<file path="config.mk">
export PLATFORM = sky130hd
export DESIGN_NAME = rtc_timer
export DESIGN_NICKNAME = d
export VERILOG_FILES = /design/src/rtl/rtc_prescaler.v /design/src/rtl/rtc_timer.v
export VERILOG_INCLUDE_DIRS = /design/src /design/src/rtl
export SDC_FILE = /design/constraint.sdc
export NUM_CORES = 1
export LEC_CHECK = 0
export ABC_CLOCK_PERIOD_IN_PS = 1900
export BUFFER_PORTS_ARGS = -buffer_cell sky130_fd_sc_hd__buf_4
export CAP_MARGIN = 20
export CORE_MARGIN = 2
export CORE_UTILIZATION = 50
export CTS_CLUSTER_DIAMETER = 150
export DETAILED_ROUTE_END_ITERATION = 16
export PLACE_DENSITY = 0.76
export SETUP_SLACK_MARGIN = 0.5
export SYNTH_ARGS = -nofsm -noshare
export SYNTH_HDL_FRONTEND = slang
export SYNTH_SLANG_ARGS = --single-unit
</file>
<file path="constraint.sdc">
create_clock -name clk -period 1.9 [get_ports clk]
set_input_delay 0.38 -clock clk [delete_from_list [all_inputs] [get_ports clk]]
set_output_delay 0.38 -clock clk [all_outputs]
set_load 0.01 [all_outputs]
</file>
<file path="src/rtl/rtc_consts.vh">
// Constants for the reloadable capture timer: mode codes, interrupt
// source codes and reset values.
// Assumes inclusion by bare name from every timer design file.
`ifndef RTC_CONSTS_VH
`define RTC_CONSTS_VH

// Timer mode codes
`define RTC_MODE_CONTINUOUS 2'h0
`define RTC_MODE_COUNTER 2'h1
`define RTC_MODE_CAPCMP 2'h2
`define RTC_MODE_DUAL_PWM 2'h3

// Interrupt source select codes
`define RTC_ISEL_BOTH 2'h0
`define RTC_ISEL_BOTH_ALT 2'h1
`define RTC_ISEL_CAPTURE 2'h2
`define RTC_ISEL_RELOAD 2'h3

// Reset and start values
`define RTC_COUNT_START 16'h0001
`define RTC_COUNT_RESET 16'h0001
`define RTC_BYTE_RESET 8'h00
`define RTC_PRESCALE_RESET 7'h00

`endif

</file>
<file path="src/rtl/rtc_prescaler.v">
// Prescaler for the reloadable capture timer: one-cycle tick every
// 2**prescaleSel system clocks while running.
// Assumes run and prescaleSel come from logic on the same clock.
`timescale 1ns/1ps
`include "rtc_consts.vh"

module rtc_prescaler #(
  parameter SEL_WIDTH = 3,
  parameter DIV_WIDTH = 7
) (
  // Clock and reset
  input wire clk,
  input wire rst_b,
  // Control
  input wire run,
  input wire [SEL_WIDTH-1:0] prescaleSel,
  // Tick
  output reg tick
);

  reg [DIV_WIDTH-1:0] div_reg;
  reg [DIV_WIDTH-1:0] div_next;
  reg tick_next;
  reg [DIV_WIDTH-1:0] mask;
  integer i;

  always @* begin
    mask = {DIV_WIDTH{1'b0}};
    for (i = 0; i < DIV_WIDTH; i = i + 1) begin
      if (i < prescaleSel) begin
        mask[i] = 1'b1;
      end
    end
    div_next = div_reg + {{(DIV_WIDTH-1){1'b0}}, 1'b1};
    tick_next = 1'b0;
    if (!run) begin
      div_next = `RTC_PRESCALE_RESET;
    end else if ((div_reg & mask) == mask) begin
      div_next = `RTC_PRESCALE_RESET;
      tick_next = 1'b1;
    end
  end

  always @(posedge clk or negedge rst_b) begin
    if (!rst_b) begin
      div_reg <= `RTC_PRESCALE_RESET;
      tick <= 1'b0;
    end else begin
      div_reg <= div_next;
      tick <= tick_next;
    end
  end

endmodule

</file>
<file path="src/rtl/rtc_timer.v">
// Reloadable 16-bit timer with capture/compare start, coherent count
// read and shared timer input / complementary output pin.
// Assumes control inputs and read strobes come from logic on clk; the
// timer pin input is asynchronous and is synchronised here.
`timescale 1ns/1ps
`include "rtc_consts.vh"

// Contract
// - In capture/compare mode the counter waits after enable and starts on the first input edge.
// - The input edge that starts counting in capture/compare mode raises no interrupt.
// - By default the interrupt fires on both capture events and reload events.
// - An interrupt source select field restricts the interrupt to capture only or reload only.
// - Reading the count never disturbs counting, reloads or interrupts.
// - A high byte read while enabled copies the live low byte into a holding latch.
// - The low byte read after such a high byte read returns the latched value.
// - While disabled a low byte read returns the live low byte directly.
// - The timer output inverts on every reload of the counter.
// - The timer input can be a counting source and shares the complementary output pin.
// - With the pin routed to the timer, it is an input in every mode except dual PWM.
module rtc_timer #(
  parameter COUNT_WIDTH = 16,
  parameter SEL_WIDTH = 3,
  parameter DIV_WIDTH = 7
) (
  // Clock and reset
  clk,
  rst_b,
  // Timer control zero and companions
  timerEnable,
  timerMode,
  interruptSourceSelect,
  inputFalling,
  prescaleSel,
  reloadValue,
  pinAltFunc,
  // Count read
  readHighStrobe,
  readLowStrobe,
  readData,
  // Capture result and event
  captureValue,
  timerIrq,
  // Timer output and shared pin
  timerOut,
  pinIn,
  pinOut,
  pinOutEn
);

  input wire clk;
  input wire rst_b;
  input wire timerEnable;
  input wire [1:0] timerMode;
  input wire [1:0] interruptSourceSelect;
  input wire inputFalling;
  input wire [SEL_WIDTH-1:0] prescaleSel;
  input wire [COUNT_WIDTH-1:0] reloadValue;
  input wire pinAltFunc;
  input wire readHighStrobe;
  input wire readLowStrobe;
  output reg [7:0] readData;
  output reg [COUNT_WIDTH-1:0] captureValue;
  output reg timerIrq;
  output reg timerOut;
  input wire pinIn;
  output reg pinOut;
  output reg pinOutEn;

  // ***************************************
  // Pin synchroniser and edge detection
  // ***************************************
  reg pinSync1_reg;
  reg pinSync2_reg;
  reg pinPrev_reg;
  wire pinIsInput;
  wire inEdge;

  always @(posedge clk or negedge rst_b) begin
    if (!rst_b) begin
      pinSync1_reg <= 1'b0;
      pinSync2_reg <= 1'b0;
      pinPrev_reg <= 1'b0;
    end else begin
      pinSync1_reg <= pinIn;
      pinSync2_reg <= pinSync1_reg;
      pinPrev_reg <= pinSync2_reg;
    end
  end

  assign pinIsInput = pinAltFunc && (timerMode != `RTC_MODE_DUAL_PWM);
  assign inEdge = pinIsInput && timerEnable &&
    (inputFalling ? (pinPrev_reg && !pinSync2_reg) : (!pinPrev_reg && pinSync2_reg));

  // ***************************************
  // Prescaler
  // ***************************************
  wire tick;

  rtc_prescaler #(
    .SEL_WIDTH(SEL_WIDTH),
    .DIV_WIDTH(DIV_WIDTH)
  ) prescaler (
    .clk(clk),
    .rst_b(rst_b),
    .run(timerEnable),
    .prescaleSel(prescaleSel),
    .tick(tick)
  );

  // ***************************************
  // Counter, capture and interrupt
  // ***************************************
  reg [COUNT_WIDTH-1:0] count_reg;
  reg [COUNT_WIDTH-1:0] count_next;
  reg started_reg;
  reg started_next;
  reg [COUNT_WIDTH-1:0] capture_next;
  reg irq_next;
  reg toggle;
  reg capEvent;
  reg advance;

  function irqAllowed;
    input [1:0] isel;
    input isCapture;
    begin
      case (isel)
        `RTC_ISEL_CAPTURE: irqAllowed = isCapture;
        `RTC_ISEL_RELOAD: irqAllowed = !isCapture;
        default: irqAllowed = 1'b1;
      endcase
    end
  endfunction

  always @* begin
    count_next = count_reg;
    started_next = started_reg;
    capture_next = captureValue;
    irq_next = 1'b0;
    toggle = 1'b0;
    capEvent = 1'b0;
    advance = 1'b0;
    if (!timerEnable) begin
      started_next = 1'b0;
    end else begin
      case (timerMode)
        `RTC_MODE_COUNTER: begin
          advance = inEdge;
        end
        `RTC_MODE_CAPCMP: begin
          if (!started_reg) begin
            started_next = inEdge;
          end else begin
            advance = tick;
            capEvent = inEdge;
          end
        end
        default: begin
          advance = tick;
        end
      endcase
      if (capEvent) begin
        capture_next = count_reg;
        count_next = `RTC_COUNT_START;
        irq_next = irqAllowed(interruptSourceSelect, 1'b1);
      end else if (advance) begin
        if (count_reg == reloadValue) begin
          count_next = `RTC_COUNT_START;
          toggle = 1'b1;
          irq_next = irqAllowed(interruptSourceSelect, 1'b0);
        end else begin
          count_next = count_reg + {{(COUNT_WIDTH-1){1'b0}}, 1'b1};
        end
      end
    end
  end

  always @(posedge clk or negedge rst_b) begin
    if (!rst_b) begin
      count_reg <= `RTC_COUNT_RESET;
      started_reg <= 1'b0;
      captureValue <= {COUNT_WIDTH{1'b0}};
      timerIrq <= 1'b0;
      timerOut <= 1'b0;
      pinOut <= 1'b1;
      pinOutEn <= 1'b0;
    end else begin
      count_reg <= count_next;
      started_reg <= started_next;
      captureValue <= capture_next;
      timerIrq <= irq_next;
      if (toggle) begin
        timerOut <= !timerOut;
        pinOut <= timerOut;
      end
      pinOutEn <= pinAltFunc && (timerMode == `RTC_MODE_DUAL_PWM);
    end
  end

  // ***************************************
  // Coherent count read
  // ***************************************
  reg [7:0] holdLow_reg;
  reg holdValid_reg;

  always @(posedge clk or negedge rst_b) begin
    if (!rst_b) begin
      readData <= `RTC_BYTE_RESET;
      holdLow_reg <= `RTC_BYTE_RESET;
      holdValid_reg <= 1'b0;
    end else begin
      if (readHighStrobe) begin
        readData <= count_reg[15:8];
        if (timerEnable) begin
          holdLow_reg <= count_reg[7:0];
          holdValid_reg <= 1'b1;
        end
      end else if (readLowStrobe) begin
        if (timerEnable && holdValid_reg) begin
          readData <= holdLow_reg;
        end else begin
          readData <= count_reg[7:0];
        end
        holdValid_reg <= 1'b0;
      end
      if (!timerEnable) begin
        holdValid_reg <= 1'b0;
      end
    end
  end

endmodule

</file>
==> impl.org <==
** Yosys
- The synthesized netlist devotes 12.24% of its cell area to compound gates.
- Dominant combinational cell family by area after synthesis :: simple AND/OR/NAND/NOR gates
- Main flop type after synthesis :: sky130_fd_sc_hd__dfrtp_1
- After synthesis, the share of flip-flops with an asynchronous set or reset is 100.0%.
- Synthesized net count :: approximately 380
- Number of synthesized flops with an enable pin :: 0
- After Yosys synthesis, XOR and XNOR cells account for 6.899% of the synthesized area.
- Yosys printed 0 warnings.
- Simple-gate share of the synthesized area :: 23.01%
- Flip-flop and latch count after synthesis :: 65
- The synthesized netlist occupies a cell area of 0.003301 sq mm.
- After Yosys synthesis, full adders, half adders and majority gates account for around 1.9% of the synthesized area.
- Library cells used by synthesis :: 52
- Synth Instances :: 345
- Mux cell area share after synthesis :: 3.033%
- Fraction of the yosys area taken by sequential cells :: 49.36%
- Dividing the synthesized area by the synthesized cell count gives 9.567 sq um.

** Drt
- The first detailed-routing pass took 5 iterations.
- Mean number of vias per cell :: 5.983
- The routed layout has about 3200 vias.
- Antenna-violating nets left :: 0
- Drt initial violations :: slightly above 300
- Residual DRC count :: 0
- Dividing the detail-routed wire length by the instance count gives 19.53 microns.
- Total wire length :: ~11000 microns

** STA
- Hold WS :: 0.1409 ns
- The total count of hold-check failures in the final report is 0.
- Final worst slack :: -0.1368 ns
- Period minus WS final :: 2.037 ns
- Final count of negative-setup-slack endpoints :: 16
- Between clock sinks in the finished design, the worst skew comes to 0.007698 ns.
- Achievable clock frequency :: about 0.49 GHz
- After routing, the total negative slack on setup checks comes to -1.141 ns.
- The worst pin sits at a relative slew slack of ~72%.
- Final-report max-slew violation count :: 0
- RSZ-0062 raised after global routing :: yes
- Transition time of the tightest slew-check pin :: 0.4141 ns
- The worst path uses 107.2% of the clock period.

** Global route
- The initial antenna violation count is 0.
- The via count of the first global-routing pass was between 3000 and 4000.
- Wire length of the first global-routing pass :: 15430 microns
- Global route total overflow :: 0
- Maximum number of pins on one net before global-route repair :: 37
- Global routing used 27.11% of the available tracks across all layers.

** Clock tree
- Clk sink count :: 65
- TritonCTS built the clock tree.
- Number of CTS-inserted buffers :: 9
- Max Buffers Root-to-Sink :: 2
- After clock tree synthesis, the clock-pin slew on the worst setup and hold paths is 0.07 ns.
- Clk_lat worst skew :: roughly 0.35 ns
- CTS placed an instance of sky130_fd_sc_hd__clkbuf_8 at the clock tree root.
- CTS built an H-tree with a depth of 3.

** Die
- Starting utilization of the core area :: 51.98%
- Boundary Pins :: 59
- Die area :: slightly above 0.007 sq mm
- The core region is ~0.0063 sq mm.
- The floorplan has 29 rows.
- The floorplan step set the die height to 85.25 microns.
- In this run the horizontal extent of the chip is 85.25 microns.

** Finish
- Cells fill 76.26% of the core in the end.
- Number of filler cells placed in the layout :: 399
- The top cell types in the final layout, fill and taps aside, are sky130_fd_sc_hd__buf_4 (105), sky130_fd_sc_hd__nand2_1 (71), sky130_fd_sc_hd__dfrtp_1 (63), sky130_fd_sc_hd__nand3_1 (24), sky130_fd_sc_hd__xor2_1 (22).
- Of the cells placed in the final design, the portion with a size suffix greater than 1 is 41.72%.
- 0 antenna diodes ended up in the layout.
- Relative to the synthesized area, the layout overhead comes to 46.70%.
- For this run, the post-layout net count is 496.
- Leading cell type in the layout, fill and taps excluded :: sky130_fd_sc_hd__buf_4

** Setup path
- Worst Path Max Fanout :: 6
- The worst register-to-register path begins at pinPrev_reg.
- In this run the worst setup path begins at pinPrev_reg.
- The critical path goes through or3b_4 -> a221oi_4 -> buf_6 -> buf_4 -> nor2_4 -> a31o_1 -> a22o_1.
- The endpoint identified for the worst register-to-register timing path is count_reg[5].
- Across all register-to-register paths, the minimum setup slack is -0.14 ns.
- Start-to-end type of the worst setup path :: reg2reg
- Critical-path top delay cell :: sky130_fd_sc_hd__dfrtp_1
- Crit path launch type :: flop
- In this run the worst setup path terminates at count_reg[5].
- Type of element capturing the critical path :: flop
- Counting cells, the worst reg-to-reg path comes to 7.
- Worst path arrival time :: about 2.3 ns
- For the worst setup path, the data required time is 2.14 ns.
- Critical path's largest stage delay :: approximately 0.40 ns

** Power
- Power density relative to cell area :: 765.1 mW/mm^2
- The design draws 3705 uW.
- Maximum VDD drop :: between 400 and 500 uV
- Static Leak :: around 0.0024 uW

** Status
- Violated checks :: setup timing
- The run finished, with violations left.

** Placed design
- Buffers placed on the I/O ports in this run total 58.
- Placed wire-length estimate after detailed placement :: approximately 5900 microns
- At the end of routability-driven placement, the weighted congestion stood at 0.9129.

** Hold path
- The path class of the tightest hold or removal check is in2reg.

** Flow run
- The tool flagged a number of max-cap violations equal to 0.
## per-layer routing
metal	share of wire [%]	GRT usage [%]	vias up
met2	49	46.66	206
li1	-	-	1419
met3	7.8	5.837	67
met5	0	0	-
met4	5.2	11.11	0
met1	38	33.02	1551
## logic make-up (layout without fill, tap and decap cells)
logic type | after synthesis | count (layout)
buffers and inverters | 26 | 145
AND/OR/NAND/NOR | 157 | 158
multiplexers | 9 | 9
XOR/XNOR | 26 | 26
adder cells (fa/ha/maj) | 5 | 5
AO/OA/AOI/OAI | 57 | 57
flip-flops | 65 | 65
## what timing repair did
item / 4_1_cts / 5_1_grt
resized for setup: 21 / 40
endpoints found under the setup margin: 42 / 49
buffers inserted: 12 / 10
pin swaps: 14 / 23
cloned: 1 / 1
hold buffers: 1 / 0
hold endpoints to repair: 29 / 0
## metrics by stage
stage | instances | cell area [sq um] | setup WS, ns
final | 542 | 4842 | -0.1368
after global placement | 501 | 4091 | -0.1326
after detailed placement | 501 | 4091 | -0.1605
after floorplan | 345 | 3357 | 0.03200
after global routing | 542 | 4842 | -0.1529
after CTS | 531 | 4581 | -0.03944
## cells in the mapped netlist (2+ instances only)
cell type	number	area share, %
sky130_fd_sc_hd__a21oi_1	6	0.91
sky130_fd_sc_hd__a21oi_2	2	0.53
sky130_fd_sc_hd__a22o_1	7	1.9
sky130_fd_sc_hd__a31o_1	5	1.3
sky130_fd_sc_hd__a31oi_1	2	0.38
sky130_fd_sc_hd__and2_1	4	0.76
sky130_fd_sc_hd__and3_1	2	0.38
sky130_fd_sc_hd__and4_1	2	0.53
sky130_fd_sc_hd__buf_2	7	1.1
sky130_fd_sc_hd__clkbuf_1	11	1.3
sky130_fd_sc_hd__dfrtp_1	63	48
sky130_fd_sc_hd__dfstp_2	2	1.6
sky130_fd_sc_hd__ha_1	5	1.9
sky130_fd_sc_hd__inv_1	6	0.68
sky130_fd_sc_hd__mux2_2	7	2.4
sky130_fd_sc_hd__nand2_1	74	8.4
sky130_fd_sc_hd__nand2b_1	3	0.57
sky130_fd_sc_hd__nand3_1	26	3.9
sky130_fd_sc_hd__nand3b_1	2	0.45
sky130_fd_sc_hd__nor2_1	21	2.4
sky130_fd_sc_hd__nor2b_1	2	0.38
sky130_fd_sc_hd__nor3_1	4	0.61
sky130_fd_sc_hd__nor4_1	3	0.57
sky130_fd_sc_hd__nor4_2	3	1.1
sky130_fd_sc_hd__o2111ai_1	2	0.53
sky130_fd_sc_hd__o21ai_0	19	2.9
sky130_fd_sc_hd__o21ai_1	5	0.76
sky130_fd_sc_hd__or3_1	2	0.38
sky130_fd_sc_hd__xnor2_1	3	0.80
sky130_fd_sc_hd__xor2_1	23	6.1
## worst min path at each step
stage	start	end	slack, ns	depth (start not counted)
after detailed placement	rst_b	captureValue[2]	0.34	1
after CTS	pinIn	pinSync1_reg	0.13	1
after floorplan	rst_b	captureValue[0]	0.08	0
after global routing	pinIn	pinSync1_reg	0.14	1
final	pinIn	pinSync1_reg	0.14	1
after global placement	rst_b	captureValue[0]	0.34	1
## critical path, delay by kind of cell, from the launching register on
family / cells / cell delay [ns]
simple gates: 2 / 0.46
buf+inv: 2 / 0.31
compound gates: 3 / 0.74
flops: 1 / 0.40
## cell type report
cell class,instances,area [sq um],area share (%)
Clock buffer,11,151.4,3.127
Timing Repair Buffer,123,1016,20.98
Sequential cell,65,1629,33.64
Inverter,6,22.52,0.4651
Multi-Input combinational cell,255,1802,37.21
Tap cell,77,96.34,1.990
Clock inverter,5,125.1,2.584
## report_power, final
group	total (uW)	switching, uW	leakage, uW	internal [uW]
clock network	1630	551	0.000140	1070
logic	548	303	0.00137	245
registers	1530	64.6	0.000864	1470
total	3700	919	0.00238	2790
(Power assumes the default switching activity.)
